## config.mk

```make
export PLATFORM = sky130hd
export DESIGN_NAME = cprg_top
export DESIGN_NICKNAME = d
export VERILOG_FILES = /design/src/hw/cprg_pkg.sv /design/src/hw/cprg_top.sv /design/src/hw/cprg_clk_div.sv
export VERILOG_INCLUDE_DIRS = /design/src /design/src/hw
export SDC_FILE = /design/constraint.sdc
export NUM_CORES = 1
export LEC_CHECK = 0
export BUFFER_PORTS_ARGS = -buffer_cell sky130_fd_sc_hd__buf_2
export CORE_MARGIN = 5
export CORE_UTILIZATION = 45
export DETAILED_ROUTE_END_ITERATION = 10
export PLACE_DENSITY_LB_ADDON = 0.2
export SLEW_MARGIN = 25
export SYNTH_ARGS = -nofsm -noshare
export SYNTH_HDL_FRONTEND = slang
export SYNTH_SLANG_ARGS = --single-unit
```

## constraint.sdc

```tcl
create_clock -name I_MCLK -period 2.7 [get_ports I_MCLK]
set_clock_uncertainty 0.2 [all_clocks]
set_input_delay 0.81 -clock I_MCLK [delete_from_list [all_inputs] [get_ports I_MCLK]]
set_output_delay 0.81 -clock I_MCLK [all_outputs]
set_load 0.05 [all_outputs]
```

## src/hw/cprg_consts.svh

```systemverilog
// Constants for the clock and reset generation unit
`ifndef CPRG_CONSTS_SVH
`define CPRG_CONSTS_SVH
`define CPRG_MULT_W        4
`define CPRG_MULT_MIN      4'h4
`define CPRG_MULT_MAX      4'hF
`define CPRG_MULT_RST      4'h4
`define CPRG_STRETCH_CYC   256
`define CPRG_POR_PULSE_CYC 16
`define CPRG_DIV_W         8
`endif

```

## src/hw/cprg_pkg.sv

```systemverilog
// Types for the clock and reset generation unit
package cprg_pkg;
   // Sensor indications, synchronised, active high for a problem
   typedef struct packed {
      logic pll_low;
      logic core_low;
      logic pwm_low;
   } cprg_sense_t;
   // Firmware clock configuration
   typedef struct packed {
      logic [3:0] mult;
      logic       pll_en;
      logic       use_pll;
   } cprg_cfg_t;
   typedef enum logic [3:0] {
      CPRG_ST_RESET  = 4'h1,
      CPRG_ST_BYPASS = 4'h2,
      CPRG_ST_SWITCH = 4'h4,
      CPRG_ST_PLL    = 4'h8
   } cprg_state_t;
endpackage : cprg_pkg

```

## src/hw/cprg_top.sv

```systemverilog
// Clock select, PLL control and system reset generation
//
// Summary of operation
// - PLL output equals reference times an integer factor from 4 to 15.
// - PLL output times PWM when selected; core clock is divided from the I_MCLK reference.
// - Until configured and locked, system runs from the crystal reference.
// - Separate generators make core, S/PDIF, converter and master-out clocks.
// - Power-on reset pulse when PLL supply rises to threshold.
// - After a PLL supply sag, a new pulse follows recovery.
// - Power-on reset drives the reset status pin low.
// - Either brown-out detector drives the reset status pin low.
// - System reset from external reset low or power-on pulse.
// - Counter stretches internal reset after external reset release.
// - Brown-out holds power-on reset until both supplies are safe.
// - Brown-out while running shuts amplifier outputs down safely.
// - In reset: system reset and status pin active, test reset kept apart, oscillator runs, PLL disabled.
// - External reset initialises all state except test hardware.
`timescale 1ns/1ps
`include "cprg_consts.svh"
module cprg_top #(
   parameter int STRETCH_CYC = `CPRG_STRETCH_CYC,
   parameter int POR_CYC     = `CPRG_POR_PULSE_CYC,
   parameter int DIV_W       = `CPRG_DIV_W
) (
   // Clock (crystal reference domain) and external reset pin
   input  wire logic                        I_MCLK,
   input  wire logic                        I_RST_B,
   // Test hardware reset, kept apart from the functional reset
   input  wire logic                        I_TEST_RST_B,
   // Asynchronous supply sensors, high when rail is below threshold
   input  wire logic                        I_PLL_SUPPLY_RAIL_LOW,
   input  wire logic                        I_CORE_SUPPLY_RAIL_LOW,
   input  wire logic                        I_PWM_SUPPLY_RAIL_LOW,
   // Firmware clock configuration
   input  wire cprg_pkg::cprg_cfg_t         I_CFG,
   input  wire logic [DIV_W-1:0]            I_CORE_DIV,
   input  wire logic [DIV_W-1:0]            I_SPDIF_DIV,
   input  wire logic [DIV_W-1:0]            I_CONV_DIV,
   input  wire logic [DIV_W-1:0]            I_MCLKOUT_DIV,
   // Analog PLL macro interface
   input  wire logic                        I_PLL_LOCK,
   input  wire logic                        I_PLL_CLK_TICK,
   output logic                             O_PLL_EN,
   output logic [`CPRG_MULT_W-1:0]          O_PLL_MULT,
   // Clock selection and derived clocks
   output logic                             O_SYS_SEL_PLL,
   output logic                             O_OSC_RUN,
   output logic                             O_PWM_TICK,
   output logic                             O_CORE_CLK,
   output logic                             O_SPDIF_CLK,
   output logic                             O_CONV_CLK,
   output logic                             O_MCLKOUT_CLK,
   // Resets and status
   output logic                             O_SYS_RST_B,
   output logic                             O_TEST_RST_B,
   output logic                             O_RESET_STATUS_OUT_LOW,
   output logic                             O_AMP_SHUTDOWN,
   output cprg_pkg::cprg_state_t            O_STATE
);
   initial begin
      if (STRETCH_CYC < 2 || STRETCH_CYC > 65535) $error("cprg_top: bad STRETCH_CYC");
      if (POR_CYC < 1 || POR_CYC > 255) $error("cprg_top: bad POR_CYC");
      if (DIV_W < 2) $error("cprg_top: bad DIV_W");
   end

   ////////////////////////////////////////////////////////////////////////////////
   // Synchronisers for asynchronous sensor inputs
   cprg_pkg::cprg_sense_t sense_meta_ff;
   cprg_pkg::cprg_sense_t sense_ff;
   logic [1:0]            lock_sync_ff;
   wire  cprg_pkg::cprg_sense_t sense_raw = '{pll_low:  I_PLL_SUPPLY_RAIL_LOW,
                                              core_low: I_CORE_SUPPLY_RAIL_LOW,
                                              pwm_low:  I_PWM_SUPPLY_RAIL_LOW};
   // Supplies start as low so that power-on always yields a pulse
   always_ff @(posedge I_MCLK or negedge I_RST_B) begin
      if (!I_RST_B) begin
         sense_meta_ff <= 3'h7;
         sense_ff      <= 3'h7;
         lock_sync_ff  <= 2'h0;
      end else begin
         sense_meta_ff <= sense_raw;
         sense_ff      <= sense_meta_ff;
         lock_sync_ff  <= {lock_sync_ff[0], I_PLL_LOCK};
      end
   end
   // Lock comes from the analog macro, unrelated to this clock's phase
   wire pll_locked = lock_sync_ff[1];
   wire brown_out  = sense_ff.core_low | sense_ff.pwm_low;

   ////////////////////////////////////////////////////////////////////////////////
   // Power-on reset pulse on each rise of the PLL supply
   logic       pll_low_d_ff;
   logic [7:0] por_cnt_ff;
   wire        por_busy = (por_cnt_ff != 8'h00);
   wire        pll_rise = pll_low_d_ff & ~sense_ff.pll_low;
   wire [7:0]  nxt_por_cnt = pll_rise ? 8'(POR_CYC) :
                             por_busy ? por_cnt_ff - 8'h01 : 8'h00;
   always_ff @(posedge I_MCLK or negedge I_RST_B) begin
      if (!I_RST_B) begin
         pll_low_d_ff <= 1'b1;
         por_cnt_ff   <= 8'h00;
      end else begin
         pll_low_d_ff <= sense_ff.pll_low;
         por_cnt_ff   <= nxt_por_cnt;
      end
   end
   // Brown-out holds power-on reset until both rails recover
   wire por_active = por_busy | pll_rise | brown_out;

   ////////////////////////////////////////////////////////////////////////////////
   // Reset stretch counter; the async pin asserts at once, release is
   // counted on the clock so deassertion is never metastable
   logic [15:0] stretch_ff;
   logic        sys_rst_b_ff;
   wire         rst_req   = por_active;
   wire         stretch_done = (stretch_ff == 16'(STRETCH_CYC - 1));
   wire [15:0]  nxt_stretch = rst_req ? 16'h0000 :
                              stretch_done ? stretch_ff : stretch_ff + 16'h0001;
   always_ff @(posedge I_MCLK or negedge I_RST_B) begin
      if (!I_RST_B) begin
         stretch_ff   <= 16'h0000;
         sys_rst_b_ff <= 1'b0;
      end else begin
         stretch_ff   <= nxt_stretch;
         sys_rst_b_ff <= stretch_done & ~rst_req;
      end
   end
   assign O_SYS_RST_B  = sys_rst_b_ff;
   // Test hardware has its own reset and ignores the functional pin
   assign O_TEST_RST_B = I_TEST_RST_B;
   assign O_OSC_RUN    = 1'b1;

   ////////////////////////////////////////////////////////////////////////////////
   // Reset status pin and amplifier shutdown
   logic rstout_b_ff;
   logic amp_shut_ff;
   always_ff @(posedge I_MCLK or negedge I_RST_B) begin
      if (!I_RST_B) begin
         rstout_b_ff <= 1'b0;
         amp_shut_ff <= 1'b1;
      end else begin
         rstout_b_ff <= ~por_active;
         amp_shut_ff <= brown_out | ~sys_rst_b_ff;
      end
   end
   assign O_RESET_STATUS_OUT_LOW = rstout_b_ff;
   assign O_AMP_SHUTDOWN         = amp_shut_ff;

   ////////////////////////////////////////////////////////////////////////////////
   // Multiplier: firmware value clamped to the legal span
   logic [3:0] mult_ff;
   wire        mult_ok  = (I_CFG.mult >= `CPRG_MULT_MIN);
   wire [3:0]  nxt_mult = mult_ok ? I_CFG.mult : `CPRG_MULT_MIN;
   ////////////////////////////////////////////////////////////////////////////////
   // Firmware asks for the PLL and the synchronised lock agrees
   function automatic logic cprg_fw_go(input cprg_pkg::cprg_cfg_t cfg, input logic locked);
      return cfg.pll_en && cfg.use_pll && locked;
   endfunction : cprg_fw_go
   wire fw_go = cprg_fw_go(I_CFG, pll_locked);
   ////////////////////////////////////////////////////////////////////////////////
   // Clock source state machine. The PLL is re-selected only from bypass,
   // so a multiplier change while on the PLL falls back first.
   cprg_pkg::cprg_state_t state_ff;
   cprg_pkg::cprg_state_t nxt_state;
   logic [1:0]            sw_cnt_ff;
   always_comb begin
      nxt_state = state_ff;
      case (state_ff)
         cprg_pkg::CPRG_ST_RESET: begin
            if (sys_rst_b_ff) nxt_state = cprg_pkg::CPRG_ST_BYPASS;
         end
         cprg_pkg::CPRG_ST_BYPASS: begin
            // Firmware request and synchronised lock together start the change
            if (fw_go)
               nxt_state = cprg_pkg::CPRG_ST_SWITCH;
         end
         cprg_pkg::CPRG_ST_SWITCH: begin
            // Lock must stay up through the whole settle window
            if (!fw_go)
               nxt_state = cprg_pkg::CPRG_ST_BYPASS;
            else if (sw_cnt_ff == 2'h3) nxt_state = cprg_pkg::CPRG_ST_PLL;
         end
         cprg_pkg::CPRG_ST_PLL: begin
            if (!fw_go || (nxt_mult != mult_ff))
               nxt_state = cprg_pkg::CPRG_ST_BYPASS;
         end
         default: nxt_state = cprg_pkg::CPRG_ST_RESET;
      endcase
      // A reset request drops the PLL at once, so select and reset fall together
      if (!sys_rst_b_ff || rst_req) nxt_state = cprg_pkg::CPRG_ST_RESET;
   end
   wire [1:0] nxt_sw_cnt = (state_ff == cprg_pkg::CPRG_ST_SWITCH) ? sw_cnt_ff + 2'h1 : 2'h0;
   always_ff @(posedge I_MCLK or negedge I_RST_B) begin
      if (!I_RST_B) begin
         state_ff  <= cprg_pkg::CPRG_ST_RESET;
         sw_cnt_ff <= 2'h0;
         mult_ff   <= `CPRG_MULT_RST;
      end else begin
         state_ff  <= nxt_state;
         sw_cnt_ff <= nxt_sw_cnt;
         mult_ff   <= (state_ff == cprg_pkg::CPRG_ST_PLL) ? mult_ff : nxt_mult;
      end
   end
   assign O_STATE    = state_ff;
   assign O_PLL_MULT = mult_ff;
   assign O_PLL_EN   = sys_rst_b_ff & I_CFG.pll_en;

   ////////////////////////////////////////////////////////////////////////////////
   // Registered select; the gating cell downstream changes on a quiet
   // phase, so the select is held stable for the switch delay
   logic sel_pll_ff;
   always_ff @(posedge I_MCLK or negedge I_RST_B) begin
      if (!I_RST_B) sel_pll_ff <= 1'b0;
      else sel_pll_ff <= (nxt_state == cprg_pkg::CPRG_ST_PLL);
   end
   assign O_SYS_SEL_PLL = sel_pll_ff;
   // PWM timing follows the PLL when selected, else the reference
   assign O_PWM_TICK    = sel_pll_ff ? I_PLL_CLK_TICK : 1'b1;

   ////////////////////////////////////////////////////////////////////////////////
   // Four independent derived clock generators
   wire [DIV_W-1:0] div_sel [4];
   wire             clk_out [4];
   assign div_sel[0] = I_CORE_DIV;
   assign div_sel[1] = I_SPDIF_DIV;
   assign div_sel[2] = I_CONV_DIV;
   assign div_sel[3] = I_MCLKOUT_DIV;
   genvar g;
   generate
      for (g = 0; g < 4; g++) begin : g_div
         cprg_clk_div #(.DW(DIV_W)) u_div (
            .I_MCLK  (I_MCLK),
            .i_rst_b (sys_rst_b_ff),
            .i_div   (div_sel[g]),
            .o_tick  (),
            .o_clk   (clk_out[g])
         );
      end
   endgenerate
   assign O_CORE_CLK    = clk_out[0];
   assign O_SPDIF_CLK   = clk_out[1];
   assign O_CONV_CLK    = clk_out[2];
   assign O_MCLKOUT_CLK = clk_out[3];

   ////////////////////////////////////////////////////////////////////////////////
   // Assertions
   pll_after_lock_a: assert property (@(posedge I_MCLK) disable iff (!I_RST_B)
      sel_pll_ff |-> lock_sync_ff[1] || $past(lock_sync_ff[1]))
      else $error("PLL selected without lock");
   bypass_unlock_a: assert property (@(posedge I_MCLK) disable iff (!I_RST_B)
      (!pll_locked && !sel_pll_ff) |=> !sel_pll_ff)
      else $error("PLL selected while unlocked");
   por_pulse_a: assert property (@(posedge I_MCLK) disable iff (!I_RST_B)
      pll_rise |=> !rstout_b_ff [*2])
      else $error("No status low after supply rise");
   repeat_pulse_a: assert property (@(posedge I_MCLK) disable iff (!I_RST_B)
      $fell(sense_ff.pll_low) |-> ##1 por_cnt_ff == 8'(POR_CYC))
      else $error("No new pulse after sag");
   status_por_a: assert property (@(posedge I_MCLK) disable iff (!I_RST_B)
      (por_cnt_ff != 8'h00) |=> !rstout_b_ff)
      else $error("Status high during power-on reset");
   status_bo_a: assert property (@(posedge I_MCLK) disable iff (!I_RST_B)
      brown_out |=> !rstout_b_ff && !sys_rst_b_ff)
      else $error("Status high during brown-out");
   bo_hold_a: assert property (@(posedge I_MCLK) disable iff (!I_RST_B)
      brown_out |=> stretch_ff == 16'h0000)
      else $error("Stretch runs during brown-out");
   amp_shut_a: assert property (@(posedge I_MCLK) disable iff (!I_RST_B)
      brown_out |=> amp_shut_ff)
      else $error("Amplifier not shut down");
   stretch_len_a: assert property (@(posedge I_MCLK) disable iff (!I_RST_B)
      $rose(sys_rst_b_ff) |-> $past(stretch_ff) == 16'(STRETCH_CYC - 1))
      else $error("Reset released early");
   pll_off_rst_a: assert property (@(posedge I_MCLK) disable iff (!I_RST_B)
      !sys_rst_b_ff |-> !O_PLL_EN && !sel_pll_ff)
      else $error("PLL active in reset");
   mult_range_a: assert property (@(posedge I_MCLK) disable iff (!I_RST_B)
      mult_ff >= `CPRG_MULT_MIN)
      else $error("Multiplier out of range");
   cov_release_c: cover property (@(posedge I_MCLK) disable iff (!I_RST_B) $rose(sys_rst_b_ff));
   cov_to_pll_c: cover property (@(posedge I_MCLK) disable iff (!I_RST_B) $rose(sel_pll_ff));
   cov_bo_c: cover property (@(posedge I_MCLK) disable iff (!I_RST_B) sel_pll_ff ##1 brown_out);
   cov_sag_c: cover property (@(posedge I_MCLK) disable iff (!I_RST_B) pll_rise && sys_rst_b_ff);
   cov_mult_c: cover property (@(posedge I_MCLK) disable iff (!I_RST_B)
      (state_ff == cprg_pkg::CPRG_ST_PLL) && (nxt_mult != mult_ff));
   rst_req_a: assert property (@(posedge I_MCLK) disable iff (!I_RST_B)
      rst_req |=> !sys_rst_b_ff && state_ff == cprg_pkg::CPRG_ST_RESET)
      else $error("Reset request not obeyed");
   stretch_hold_a: assert property (@(posedge I_MCLK) disable iff (!I_RST_B)
      (!sys_rst_b_ff && !stretch_done) |=> !sys_rst_b_ff)
      else $error("Reset released before count ends");
   switch_wait_a: assert property (@(posedge I_MCLK) disable iff (!I_RST_B)
      $rose(sel_pll_ff) |-> $past(state_ff, 4) == cprg_pkg::CPRG_ST_SWITCH)
      else $error("PLL selected before switch delay");
   pwm_ref_a: assert property (@(posedge I_MCLK) disable iff (!I_RST_B)
      !sel_pll_ff |-> O_PWM_TICK)
      else $error("PWM tick not on reference");
   pwm_follow_a: assert property (@(posedge I_MCLK) disable iff (!I_RST_B)
      sel_pll_ff |-> O_PWM_TICK == I_PLL_CLK_TICK)
      else $error("PWM tick not on PLL");
   div_rst_a: assert property (@(posedge I_MCLK) disable iff (!I_RST_B)
      !sys_rst_b_ff |-> !O_CORE_CLK && !O_SPDIF_CLK && !O_CONV_CLK && !O_MCLKOUT_CLK)
      else $error("Derived clock runs in reset");
endmodule : cprg_top

```

## src/hw/cprg_clk_div.sv

```systemverilog
// Free running clock generator: divide-by-N enable pulse and square wave
`timescale 1ns/1ps
module cprg_clk_div #(
   parameter int DW = 8
) (
   // Clock and reset
   input  wire logic          I_MCLK,
   input  wire logic          i_rst_b,
   // Divide ratio, 0 and 1 tick every cycle and give the same square wave as 2
   input  wire logic [DW-1:0] i_div,
   // Outputs
   output logic               o_tick,
   output logic               o_clk
);
   initial begin
      if (DW < 2) $error("cprg_clk_div: DW must be at least 2");
   end
   logic [DW-1:0] cnt_ff;
   logic          tick_ff;
   logic          clk_ff;
   wire           wrap = (cnt_ff >= i_div - DW'(1)) || (i_div < DW'(2));
   wire  [DW-1:0] nxt_cnt = wrap ? '0 : cnt_ff + DW'(1);
   wire           nxt_clk = (i_div < DW'(2)) ? ~clk_ff : (cnt_ff < (i_div >> 1));
   // Counter and registered outputs
   always_ff @(posedge I_MCLK or negedge i_rst_b) begin
      if (!i_rst_b) begin
         cnt_ff  <= '0;
         tick_ff <= 1'b0;
         clk_ff  <= 1'b0;
      end else begin
         cnt_ff  <= nxt_cnt;
         tick_ff <= wrap;
         clk_ff  <= nxt_clk;
      end
   end
   assign o_tick = tick_ff;
   assign o_clk  = clk_ff;
endmodule : cprg_clk_div

```

### Word level (Yosys, flattened, before mapping)

Index checks and enable logic that the tools add are counted.
W data, S select, Z words.

* register bits after elaboration: 83
* word-level logic and storage cells: 105

* add/subtract/negate cells: 11
* $lt $le $gt $ge: 13
* equal/unequal tests: 9
* muxes and demuxes: 22
* bitwise logic cells: 14
* reduce and logical (&&, ||, !) cells: 11

Operators with widths (count)
* $mux W8: 6
* $sub A8 B1 Y8 const B: 5
* $add A8 B1 Y8 const B: 4
* $ge A8 B8 Y1: 4
* $lt A8 B2 Y1 const B: 4
* $lt A8 B7 Y1: 4
* $mux W16: 2
* $mux W4: 7
* $add A16 B1 Y16 const B: 1
* $eq A16 B8 Y1 const B: 1
* $pmux W4 S4: 1
* $eq A4 B4 Y1 const B: 2
* $reduce_bool A8 Y1: 1
* $not A1 Y1: 7
* $logic_or A1 B1 Y1: 6
* $mux W1: 5
* $eq A4 B1 Y1 const B: 1
* $eq A4 B2 Y1 const B: 1
* $eq A4 B3 Y1 const B: 1
* $ge A4 B3 Y1 const B: 1
* $ne A4 B4 Y1: 1
* $or A1 B1 Y1: 4
* $and A1 B1 Y1: 3
* $add A2 B1 Y2 const B: 1
* other kinds (5): 7

### Depth between registers and ports, before layout

Gate-level depths: netlist of run 1.

* word-level depth: 8
* gate-level depth with buffers: 11

### Hierarchy

A second synthesis of run 1 with hierarchy kept.

* cells, all modules: 554
* area total of the unflattened synthesis: 5566.6 um2

By module, submodules not included
* cprg_clk_div: times used 4, cells an instance 89, area each 850.8 um2
* cprg_top: times used 1, cells an instance 198, area each 2163.3 um2

### Worst setup path after synthesis of run 1

Ideal clock, no wire load.

* kind: reg-to-output
* start: register sys_rst_b_ff (netlist: O_SYS_RST_B)
* end: output port O_PLL_EN
* data arrival time: 2.035 ns
* data required time: 1.690 ns
* slack: -0.345 ns
* cell stages (with the launch flop): 2
* path buffers: 0
* cells stage by stage: dfrtp_1 and2_1

* longest elaborated chain between the ends: 1

Ends and longest elaborated chain
* start: declaration: line cprg_top.sv:114 `logic sys_rst_b_ff;`
* start signal: assignment: line cprg_top.sv:125 `sys_rst_b_ff <= stretch_done & ~rst_req;`
* $and A1 B1 Y1: line cprg_top.sv:206 `assign O_PLL_EN = sys_rst_b_ff & I_CFG.pll_en;`
* end: declaration: line cprg_top.sv:43 `output logic O_PLL_EN,`

No other way between the ends.

### Worst setup path after layout of run 1

* start: input port I_MCLKOUT_DIV[3]
* end: register g_div[3].u_div.cnt_ff[2]

* longest elaborated chain between the ends: 4
* elaborated cells on any way between the ends: 5

Ends and longest elaborated chain
* start: declaration: line cprg_top.sv:39 `input wire logic [DIV_W-1:0] I_MCLKOUT_DIV,`
* $sub A8 B1 Y8: line cprg_clk_div.sv:21 `wire wrap = (cnt_ff >= i_div - DW'(1)) || (i_div < DW'(2));`
* $ge A8 B8 Y1: line cprg_clk_div.sv:21
* $logic_or A1 B1 Y1 (*): line cprg_clk_div.sv:21
* $mux W8 (*): line cprg_clk_div.sv:22 `wire [DW-1:0] nxt_cnt = wrap ? '0 : cnt_ff + DW'(1);`
* via g_div[3].u_div.nxt_cnt[2]: line cprg_clk_div.sv:22
* end signal: assignment: line cprg_clk_div.sv:31 `cnt_ff <= nxt_cnt;`
* end: declaration: line cprg_clk_div.sv:18 `logic [DW-1:0] cnt_ff;`

Mark *: on every way through the listed nets, which the timed path passes. The rest lies on a longest branch.
A chain may end at the register's enable or synchronous reset.

==> out/metrics.csv, run 1 <==
stage,metric,value,unit
synthesis,synth_top_area_share,0.343,
cells_and_area,fin_util,0.574,
cts,cts.sinks,83,
pwr,p_per_area,708,mW/mm2
run,drv_cap,0,
placement,dp_hpwl,8.62,mm
route,drt-initial-drc-count,125,
synthesis,yosysTopAreaCell,dfrtp_1,
route,dr.pass1.iters,4,
setup_path,required,2.70,ns
timing,max_slew_margin,0.638,
cells_and_area,multiInputGateArea,0.00313,mm2
synthesis,netlist_area,0.00533,mm2
setup_path,reg2regPathDepth,5,
cts,htree_levels,3,
synthesis,yosysUniqueCellTypes,52,
timing,final-setup-viol-count,0,
cells_and_area,drive_above_1_share,0.252,
placement,place.gp.congestion,0.811,
cts,cts_buffer_depth,2,
timing,slew_violations,0,
floorplanning,core,0.0115,mm2
timing,fin_crit_sh,0.978,
pwr,power_leakage,0.00323,uW
synthesis,synth_seq_cells,83,
pwr,net-switching-power,1710,uW
cts,tritoncts,done,
synthesis,synth_edf_count,0,
floorplanning,die_w,119,um
grt,antenna_found_initial,0,
synthesis,syn_inst,558,
cells_and_area,syn_to_final_growth,24.0,%
pwr,ir_drop,0.646,mV
status,status,"finished, final reports clean",
floorplanning,io_pins,66,
route,route.detailed.drc,0,
synthesis,synthTopCellsByCount,"78 x nor2_1, 73 x dfrtp_1, 68 x ha_1",
hold_path,hold_class,flip-flop to flip-flop,
route,viasPerCell,5.18,
grt,grt_pass1_vias,4324,
grt,track_usage,0.159,
synthesis,ys_async_sr_fraction,1.00,
timing,layout_min_cycle_time,2.64,ns
setup_path,ff2ff_setup_slack,0.53,ns
cells_and_area,fin_cells,825,
cells_and_area,fillers,1043,
setup_path,r2r-end,stretch_ff[7]$_DFFE_PN0N_,
route,wl_per_cell,13.2,um
cts,cts_buffers,9,
pwr,fin_total_pwr,4680,uW
setup_path,cp.arrival,2.64,ns
cells_and_area,regArea,0.00209,mm2
setup_path,end_kind,flip-flop,
synthesis,ys_warn_count,0,
setup_path,crit_path_end,g_div[3].u_div.cnt_ff[2]$_DFF_PN0_,
timing,rsz0062_at_grt,true,
pwr,p_seq_frac,0.404,
timing,hold_viol_final,0,
setup_path,crit_fanout,8,
pwr,pwr-share-comb,0.353,
pwr,p_sw_frac,0.366,
floorplanning,fp.dieH,119,um
placement,dp.cells,809,
grt,grt_pass1_wl,19.1,mm
synthesis,synth_top_flop_cell,dfrtp_1,
pwr,intPower,2970,uW
pwr,clkPwrFrac,0.243,
setup_path,crit_type,input port to flip-flop,
setup_path,r2r_start,stretch_ff[9]$_DFFE_PN0N_,
synthesis,synth_nets,672,
floorplanning,die-area,0.0141,mm2
cts,postCtsSetupBuffers,0,
placement,numPortBuffers,62,
grt,grt_max_degree,39,
cts,clkLatencyLatePin,0.33,ns
cells_and_area,final_nets,791,
timing,worst_hold_slack,0.154,ns
synthesis,synth.top_cells.by_area,"dfrtp_1 34%, ha_1 16%, xnor2_1 6.9%, nor2_1 5.5%, dfstp_2 4.9%",
route,routed_wl,10.9,mm
setup_path,start_kind,input port,
grt,grt-ovfl-total,0,
timing,tns,0,ns
route,drtAntennaViolNets,0,
timing,max_clock_freq,379,MHz
cells_and_area,num_antenna_cells,0,
cts,clockRootBuffer,clkbuf_16,
synthesis,yosysSeqAreaShare,0.392,
setup_path,crit_path_start,I_MCLKOUT_DIV[3],
synthesis,yosysMostFrequentCell,nor2_1,
route,num_vias,4272,
timing,tightest_slew,0.539,ns
floorplanning,start_util,0.463,
floorplanning,fp-row-count,39,
synthesis,syn_avg_cell_area,9.55,um2
cts,clk_pin_slew,0.06,ns
[registers in the layout, summed over array words and instances, names as in the netlist, 3 cells and up]
name,cells
g_div.u_div.o_clk,4
sense_ff,3
g_div.u_div.cnt_ff,32
stretch_ff,16
O_STATE,4
O_PLL_MULT,4
sense_meta_ff,3
por_cnt_ff,8
[worst max-delay path: stages]
cell	delay, ns
buf_8	0.10
nor2_4	0.12
nand3_4	0.09
nor4_4	0.22
xnor2_1	0.11
ha_1	0.30
nand2_1	0.07
or3_1	0.31
o22ai_1	0.16
a2111o_1	0.26
nor2_1	0.09
[power by group through the flow]
stage	Clock [uW]	Combinational, uW	Sequential [uW]
final	1140	1650	1890
after global routing	1250	1920	1940
after CTS	1190	1620	1900
after detailed placement	0	1610	1910
after global placement	0	1520	1900
after floorplan	0	1080	1940
[worst min-delay path by stage]
stage | startpoint | to | slack [ns] | cells past startpoint
2_1_floorplan | lock_sync_ff[0]$_DFF_PN0_ | lock_sync_ff[1]$_DFF_PN0_ | 0.13 | 0
3_3_place_gp | lock_sync_ff[0]$_DFF_PN0_ | lock_sync_ff[1]$_DFF_PN0_ | 0.14 | 0
3_5_place_dp | lock_sync_ff[0]$_DFF_PN0_ | lock_sync_ff[1]$_DFF_PN0_ | 0.15 | 0
4_1_cts | sense_meta_ff[1]$_DFF_PN1_ | sense_ff[1]$_DFF_PN1_ | 0.16 | 0
5_1_grt | sense_meta_ff[1]$_DFF_PN1_ | sense_ff[1]$_DFF_PN1_ | 0.16 | 0
6_report | sense_meta_ff[1]$_DFF_PN1_ | sense_ff[1]$_DFF_PN1_ | 0.15 | 0
[what timing repair did]
action                     in CTS  in global routing
setup endpoints to repair       0                 24
gates resized for setup         0                 24
hold buffers                    0                  0
hold endpoints to repair        0                  0
[cell type report]
type / instances / area share
clock inverters: 6 / 0.00700
well taps: 143 / 0.0271
clock buffers: 10 / 0.0362
inverters: 49 / 0.0284
multi-input cells: 419 / 0.474
flip-flops and latches: 83 / 0.316
repair buffers: 115 / 0.111
[logic make-up after synthesis]
| family | share of synthesized area |
|---|---|
| adder cells (fa/ha/maj) | 0.160 |
| other | 0.000704 |
| flip-flops | 0.392 |
| AO/OA/AOI/OAI | 0.0967 |
| AND/OR/NAND/NOR | 0.190 |
| XOR/XNOR | 0.113 |
| multiplexers | 0.00587 |
| buffers and inverters | 0.0413 |
[per-layer routing]
layer	up-vias	GRT usage	share of wire	wire length, um
li1	2185	-	-	-
met1	2001	0.195	0.45	4890
met2	73	0.275	0.51	5520
met3	13	0.0479	0.036	392
met4	0	0.0362	0.011	121
met5	-	0	0	0
[placed cells by master, fill, tap and decap left out, types with 4 or more instances in the layout]
master / synthesis / routed
nor3_1: 15 / 13
buf_4: 2 / 52
buf_2: 1 / 59
nor4_1: 7 / 5
a21oi_1: 16 / 15
clkbuf_16: 0 / 9
o21ai_0: 15 / 14
nand3_1: 36 / 35
inv_1: 48 / 46
dfstp_2: 10 / 10
a21o_1: 8 / 8
nor2_1: 78 / 71
nand2b_1: 9 / 9
nor2_2: 0 / 5
nand4_1: 5 / 5
xor2_1: 27 / 27
and3_1: 12 / 12
xnor2_1: 42 / 42
a31oi_1: 4 / 4
a21boi_0: 4 / 4
nand2_1: 21 / 19
ha_1: 68 / 67
a211oi_1: 9 / 9
dfrtp_1: 73 / 72
[stage by stage]
stage	setup WS (ns)	area (um2)
after global placement	-0.233	6220
after detailed placement	-0.324	6220
after global routing	-0.0138	6610
after floorplan	-0.0363	5370
final	0.0592	6610
after CTS	0.0277	6510
(Power assumes the default switching activity.)
==> run 2: changes to the inputs <==
--- a/config.mk
+++ b/config.mk
@@ -7,6 +7,7 @@
 export NUM_CORES = 1
 export LEC_CHECK = 0
 export BUFFER_PORTS_ARGS = -buffer_cell sky130_fd_sc_hd__buf_2
+export CAP_MARGIN = 0
 export CORE_MARGIN = 5
 export CORE_UTILIZATION = 45
 export DETAILED_ROUTE_END_ITERATION = 10
@@ -14,4 +15,5 @@
 export SLEW_MARGIN = 25
 export SYNTH_ARGS = -nofsm -noshare
 export SYNTH_HDL_FRONTEND = slang
+export SYNTH_HIERARCHICAL = 1
 export SYNTH_SLANG_ARGS = --single-unit
==> run 2 against run 1 <==
Synthesized cell count shrank 1.4%. Highest routed layer unchanged. Critical path type unchanged. Via count grew 2.2%. Flip-flop and latch count is the same. Largest power group unchanged. Count of clock-buffer cells in the layout is the same. Design area grew 4.2%.
==> out/metrics.csv, run 2 <==
stage,metric,value,unit
cells_and_area,top_register,g_div.u_div/cnt_ff,
placement,dp_hpwl,8.76,mm
timing,final-setup-viol-count,0,
route,route.detailed.drc,0,
cts,clkLatencyLatePin,0.33,ns
pwr,power_leakage,0.00336,uW
setup_path,cp_top_family,simple AND/OR/NAND/NOR gates,
timing,max_clock_freq,372,MHz
cts,htree_levels,3,
floorplanning,fp-row-count,40,
timing,hold_viol_final,0,
setup_path,crit_type,input port to flip-flop,
cells_and_area,final_cell_mix,"72 x dfrtp_1, 68 x ha_1, 61 x nor2_1",
cells_and_area,regArea,0.00209,mm2
pwr,pwr-share-comb,0.355,
route,viasPerCell,5.27,
timing,layout_min_cycle_time,2.69,ns
setup_path,r2r_start,g_div[3].u_div/cnt_ff[0]$_DFF_PN0_,
route,drtAntennaViolNets,0,
cts,clockRootBuffer,clkbuf_16,
route,num_vias,4366,
timing,rsz0062_at_grt,true,
status,status,"finished, final reports clean",
grt,grt-ovfl-total,0,
synthesis,netlist_area,0.00547,mm2
pwr,intPower,3230,uW
setup_path,cp.arrival,2.70,ns
pwr,p_sw_frac,0.348,
setup_path,cp_num_buf_inv,2,
timing,fin_ws,0.00932,ns
grt,grt_pass1_wl,19.9,mm
synthesis,ys_warn_count,6,
timing,tightest_slew,0.587,ns
placement,place_ws,-0.334,ns
pwr,p_seq_frac,0.380,
cells_and_area,fin_util,0.576,
route,dr.pass1.iters,4,
setup_path,crit_fanout,8,
pwr,net-switching-power,1720,uW
placement,place.gp.congestion,0.875,
synthesis,synth_nets,664,
cts,cts_buffer_depth,2,
hold_path,holdPathStages,0,
setup_path,required,2.71,ns
setup_path,cpMaxStageDelayCell,or4_4,
hold_path,hold_class,flip-flop to flip-flop,
setup_path,end_kind,flip-flop,
cells_and_area,top_regs,"g_div.u_div/cnt_ff x32, stretch_ff x16, por_cnt_ff x8",
run,drv_cap,0,
cells_and_area,final_nets,791,
cts,cts_buffers,9,
grt,grt_pass1_vias,4436,
placement,numPortBuffers,62,
hold_path,min_to,sense_ff[2]$_DFF_PN1_,
setup_path,critical-path-max-stage-delay,0.56,ns
timing,fin_crit_sh,0.997,
cells_and_area,syn_to_final_growth,26.0,%
synthesis,syn_inst,550,
timing,slew_violations,0,
timing,max_slew_margin,0.608,
timing,tns,0,ns
pwr,clkPwrFrac,0.265,
cts,tritoncts,done,
grt,antenna_found_initial,0,
setup_path,cpMostUsedCell,buf_6,
route,drt-initial-drc-count,221,
cells_and_area,fillers,1077,
pwr,fin_total_pwr,4950,uW
setup_path,r2r-end,g_div[3].u_div/cnt_ff[0]$_DFF_PN0_,
synthesis,syn_avg_cell_area,9.94,um2
cells_and_area,final_common_cell,dfrtp_1,
floorplanning,die_w,120,um
route,wl_per_cell,13.8,um
floorplanning,fp.dieH,120,um
pwr,ir_drop,0.472,mV
setup_path,reg2regPathDepth,8,
pwr,p_per_area,719,mW/mm2
cells_and_area,largest_register_ffs,32,
floorplanning,io_pins,66,
setup_path,ff2ff_setup_slack,0.53,ns
cts,cts.sinks,83,
floorplanning,core,0.0120,mm2
hold_path,min-delay-start,sense_meta_ff[2]$_DFF_PN1_,
cells_and_area,num_antenna_cells,0,
setup_path,crit_path_cell_trace,buf_6 -> or4_4 -> nor4_4 -> xnor2_1 -> ha_1 -> and4_1 -> o21ai_2 -> o211ai_2 -> buf_6 -> nor2_1,
cells_and_area,drive_above_1_share,0.283,
route,routed_wl,11.5,mm
cts,clk_pin_slew,0.06,ns
grt,grt_max_degree,28,
grt,track_usage,0.165,
floorplanning,start_util,0.457,
floorplanning,die-area,0.0145,mm2
cells_and_area,multiInputGateArea,0.00327,mm2
setup_path,start_kind,input port,
==> run 2: how the worst max path moves through the flow <==
stage                              from                                 end  slack (ns)  cells past startpoint
after floorplan           I_CORE_DIV[3]  g_div[0].u_div/cnt_ff[2]$_DFF_PN0_       -0.09                      8
after global placement    I_CONV_DIV[3]  g_div[2].u_div/cnt_ff[2]$_DFF_PN0_       -0.24                     10
after detailed placement  I_CONV_DIV[3]  g_div[2].u_div/cnt_ff[2]$_DFF_PN0_       -0.33                     10
after CTS                 I_CONV_DIV[3]  g_div[2].u_div/cnt_ff[0]$_DFF_PN0_       0.008                     10
after global routing      I_CONV_DIV[3]  g_div[2].u_div/cnt_ff[0]$_DFF_PN0_       -0.08                     10
final                     I_CONV_DIV[3]  g_div[2].u_div/cnt_ff[0]$_DFF_PN0_       0.009                     10
==> run 2: timing repair <==
action,4_1_cts,5_1_grt
hold buffers,2,0
buffers inserted,0,1
endpoints found under the setup margin,0,32
gates resized for setup,0,33
hold endpoints to repair,8,0
==> run 2: layout make-up <==
cell class	count	share of cell area
Timing Repair Buffer	123	0.122
Sequential cell	83	0.304
Clock inverter	6	0.0129
Inverter	46	0.0251
Multi-Input combinational cell	414	0.475
Clock buffer	10	0.0347
Tap cell	147	0.0267
==> run 2: layer usage <==
metal | up-vias | routed length (um) | GRT usage | share of wire
met4 | 0 | 117 | 0.0340 | 0.010
met1 | 2076 | 5370 | 0.220 | 0.47
li1 | 2182 | - | - | -
met2 | 92 | 5340 | 0.276 | 0.47
met3 | 16 | 624 | 0.0402 | 0.054
met5 | - | 0 | 0 | 0
==> run 2: power by group through the flow <==
stage | combinational (uW) | clock (uW) | sequential, uW
after floorplan | 1070 | 0 | 1930
after global placement | 1580 | 0 | 1890
after detailed placement | 1660 | 0 | 1900
after CTS | 1670 | 1360 | 1880
after global routing | 2000 | 1410 | 1940
final | 1760 | 1310 | 1880
==> run 2: stage by stage <==
stage | cells | hold slack [ns] | instance area, um2
floorplan | 550 | 0.131 | 5500
global placement | 810 | -0.0191 | 6400
detailed placement | 810 | -0.0113 | 6400
CTS | 828 | 0.151 | 6750
global route | 829 | 0.163 | 6890
finish | 829 | 0.149 | 6890
==> run 3: changes to the inputs <==
--- a/config.mk
+++ b/config.mk
@@ -6,9 +6,9 @@
 export SDC_FILE = /design/constraint.sdc
 export NUM_CORES = 1
 export LEC_CHECK = 0
+export ABC_AREA = 1
 export BUFFER_PORTS_ARGS = -buffer_cell sky130_fd_sc_hd__buf_2
 export CAP_MARGIN = 0
-export CORE_MARGIN = 5
 export CORE_UTILIZATION = 45
 export DETAILED_ROUTE_END_ITERATION = 10
 export PLACE_DENSITY_LB_ADDON = 0.2
==> run 3 against run 2 <==
Cell count increased by 26%. Via count increased by 12%. Power decreased by 2.4%. Fmax increased by 8.6%. Sequential share of layout area decreased by 0.12 points. Area after synthesis increased by 8.8%. Global-route usage increased by 2.3 points. Critical path depth increased by 5. Non-clock buffer count decreased by 39.
==> out/metrics.csv, run 3 <==
stage,metric,value,unit
setup_path,crit_path_cell_trace,buf_2 -> inv_1 -> ha_1 -> nand3_2 -> nor3_1 -> xor2_1 -> inv_1 -> ha_1 -> nand2_1 -> inv_1 -> nand2_1 -> o21ai_1 -> nor2_2 -> nand2_4 -> nor2_1,
cts,postCtsSetupBuffers,0,
synthesis,syn_avg_cell_area,7.70,um2
route,wl_per_cell,11.3,um
cts,clkLatencyLatePin,0.34,ns
floorplanning,die_w,117,um
pwr,p_per_area,699,mW/mm2
route,routed_wl,11.8,mm
floorplanning,core,0.0128,mm2
setup_path,critical-path-max-stage-delay,0.26,ns
pwr,net-switching-power,1850,uW
pwr,intPower,2990,uW
setup_path,crit_path_start,I_CONV_DIV[0],
setup_path,cpMostUsedCell,inv_1,
setup_path,cpMaxStageDelayCell,ha_1,
hold_path,hold_class,flip-flop to asynchronous set/reset pin,
cts,cts_buffers,9,
grt,grt_pass1_wl,20.1,mm
floorplanning,fp.dieH,117,um
cells_and_area,fillers,1220,
cells_and_area,fin_cells,1041,
setup_path,ff2ff_setup_slack,0.88,ns
setup_path,required,2.76,ns
setup_path,crit_fanout,8,
run,drv_cap,0,
cells_and_area,syn_to_final_growth,16.2,%
setup_path,reg2regPathDepth,8,
setup_path,r2r_start,por_cnt_ff[0]$_DFF_PN0_,
cts,tritoncts,done,
cts,cts_buffer_depth,2,
pwr,clkPwrFrac,0.246,
timing,tightest_slew,0.530,ns
route,dr.pass1.iters,4,
floorplanning,fp-row-count,41,
setup_path,path_depth,15,
route,drtAntennaViolNets,0,
floorplanning,start_util,0.466,
timing,final-setup-viol-count,0,
synthesis,ys_warn_count,6,
placement,place_ws,-0.129,ns
cells_and_area,num_antenna_cells,0,
pwr,power_leakage,0.00376,uW
route,route.detailed.drc,0,
grt,grt_max_degree,28,
cts,clk_pin_slew,0.06,ns
setup_path,cp.arrival,2.54,ns
placement,dp_hpwl,9.45,mm
timing,layout_min_cycle_time,2.48,ns
grt,grt-ovfl-total,0,
placement,place.gp.congestion,0.835,
cts,htree_levels,3,
synthesis,netlist_area,0.00595,mm2
cts,hold_buffers,0,
cells_and_area,final_cell_mix,"169 x nand2_1, 125 x inv_1, 119 x nor2_1",
cells_and_area,final_nets,978,
timing,fin_ws,0.222,ns
setup_path,cp_top_family,simple AND/OR/NAND/NOR gates,
pwr,pwr-share-comb,0.369,
setup_path,cp_num_buf_inv,4,
pwr,p_sw_frac,0.382,
timing,rsz0062_at_grt,false,
timing,max_slew_margin,0.647,
setup_path,end_kind,flip-flop,
route,num_vias,4889,
cts,cts_resized,0,
cells_and_area,largest_register_ffs,32,
setup_path,start_kind,input port,
placement,dp.cells,1025,
cells_and_area,drive_above_1_share,0.190,
synthesis,syn_inst,772,
synthesis,synth_nets,886,
setup_path,crit_type,input port to flip-flop,
pwr,p_seq_frac,0.385,
cells_and_area,top_register,g_div.u_div/cnt_ff,
timing,max_clock_freq,403,MHz
grt,grt_pass1_vias,4632,
route,drt-initial-drc-count,222,
timing,tns,0,ns
grt,antenna_found_initial,0,
route,viasPerCell,4.70,
pwr,ir_drop,0.347,mV
timing,hold_viol_final,0,
timing,slew_violations,0,
cells_and_area,final_common_cell,nand2_1,
setup_path,crit_path_end,g_div[2].u_div/cnt_ff[3]$_DFF_PN0_,
timing,fin_crit_sh,0.918,
cts,cts.sinks,83,
setup_path,r2r-end,O_SYS_SEL_PLL$_DFF_PN0_,
grt,track_usage,0.189,
floorplanning,io_pins,66,
status,status,"finished, final reports clean",
floorplanning,die-area,0.0137,mm2
timing,worst_hold_slack,0.145,ns
placement,numPortBuffers,62,
cts,clockRootBuffer,clkbuf_16,
cells_and_area,top_regs,"g_div.u_div/cnt_ff x32, stretch_ff x16, por_cnt_ff x8",
pwr,fin_total_pwr,4830,uW
## run 3: layout make-up
| class | instances | area, um2 | share of cell area |
|---|---|---|---|
| clock buffers | 11 | 233 | 0.0337 |
| repair buffers | 84 | 488 | 0.0706 |
| multi-input cells | 561 | 3360 | 0.486 |
| well taps | 172 | 215 | 0.0311 |
| inverters | 125 | 469 | 0.0679 |
| clock inverters | 5 | 55.1 | 0.00796 |
| flip-flops and latches | 83 | 2090 | 0.302 |
## run 3: stage by stage
step            util  cell area [um2]
2_1_floorplan      -             5950
3_3_place_gp   0.519             6630
3_5_place_dp   0.519             6630
4_1_cts        0.541             6910
5_1_grt        0.541             6910
6_report       0.541             6910
## run 3: worst register-to-register path: cells and delay by family, from the launching register on
kind / cells / cell delay [ns]
flip-flops: 1 / 0.39
AO/OA/AOI/OAI: 1 / 0.15
adder cells (fa/ha/maj): 1 / 0.15
AND/OR/NAND/NOR: 5 / 0.77
buffers and inverters: 1 / 0.09
## run 3: power groups by stage
| stage | clock (uW) | combinational, uW | sequential, uW |
|---|---|---|---|
| after floorplan | 0 | 1300 | 1920 |
| after global placement | 0 | 1700 | 1870 |
| after detailed placement | 0 | 1790 | 1890 |
| after CTS | 1230 | 1810 | 1870 |
| after global routing | 1280 | 2090 | 1900 |
| final | 1190 | 1780 | 1860 |
## run 3: worst min path at each step
stage	endpoint	slack, ns	depth (start not counted)
4_1_cts	sense_ff[2]$_DFF_PN1_	0.16	0
6_report	g_div[0].u_div/o_clk$_DFF_PN0_	0.15	1
3_5_place_dp	sense_ff[0]$_DFF_PN1_	0.15	0
2_1_floorplan	lock_sync_ff[1]$_DFF_PN0_	0.13	0
5_1_grt	sense_ff[2]$_DFF_PN1_	0.16	0
3_3_place_gp	g_div[0].u_div/o_clk$_DFF_PN0_	0.15	1
## run 3: metal layers
| metal | up-vias | global-route usage | wire length (um) |
|---|---|---|---|
| li1 | 2596 | - | - |
| met1 | 2214 | 0.239 | 5490 |
| met2 | 68 | 0.318 | 5610 |
| met3 | 11 | 0.0407 | 513 |
| met4 | 0 | 0.0692 | 152 |
| met5 | - | 0 | 0 |
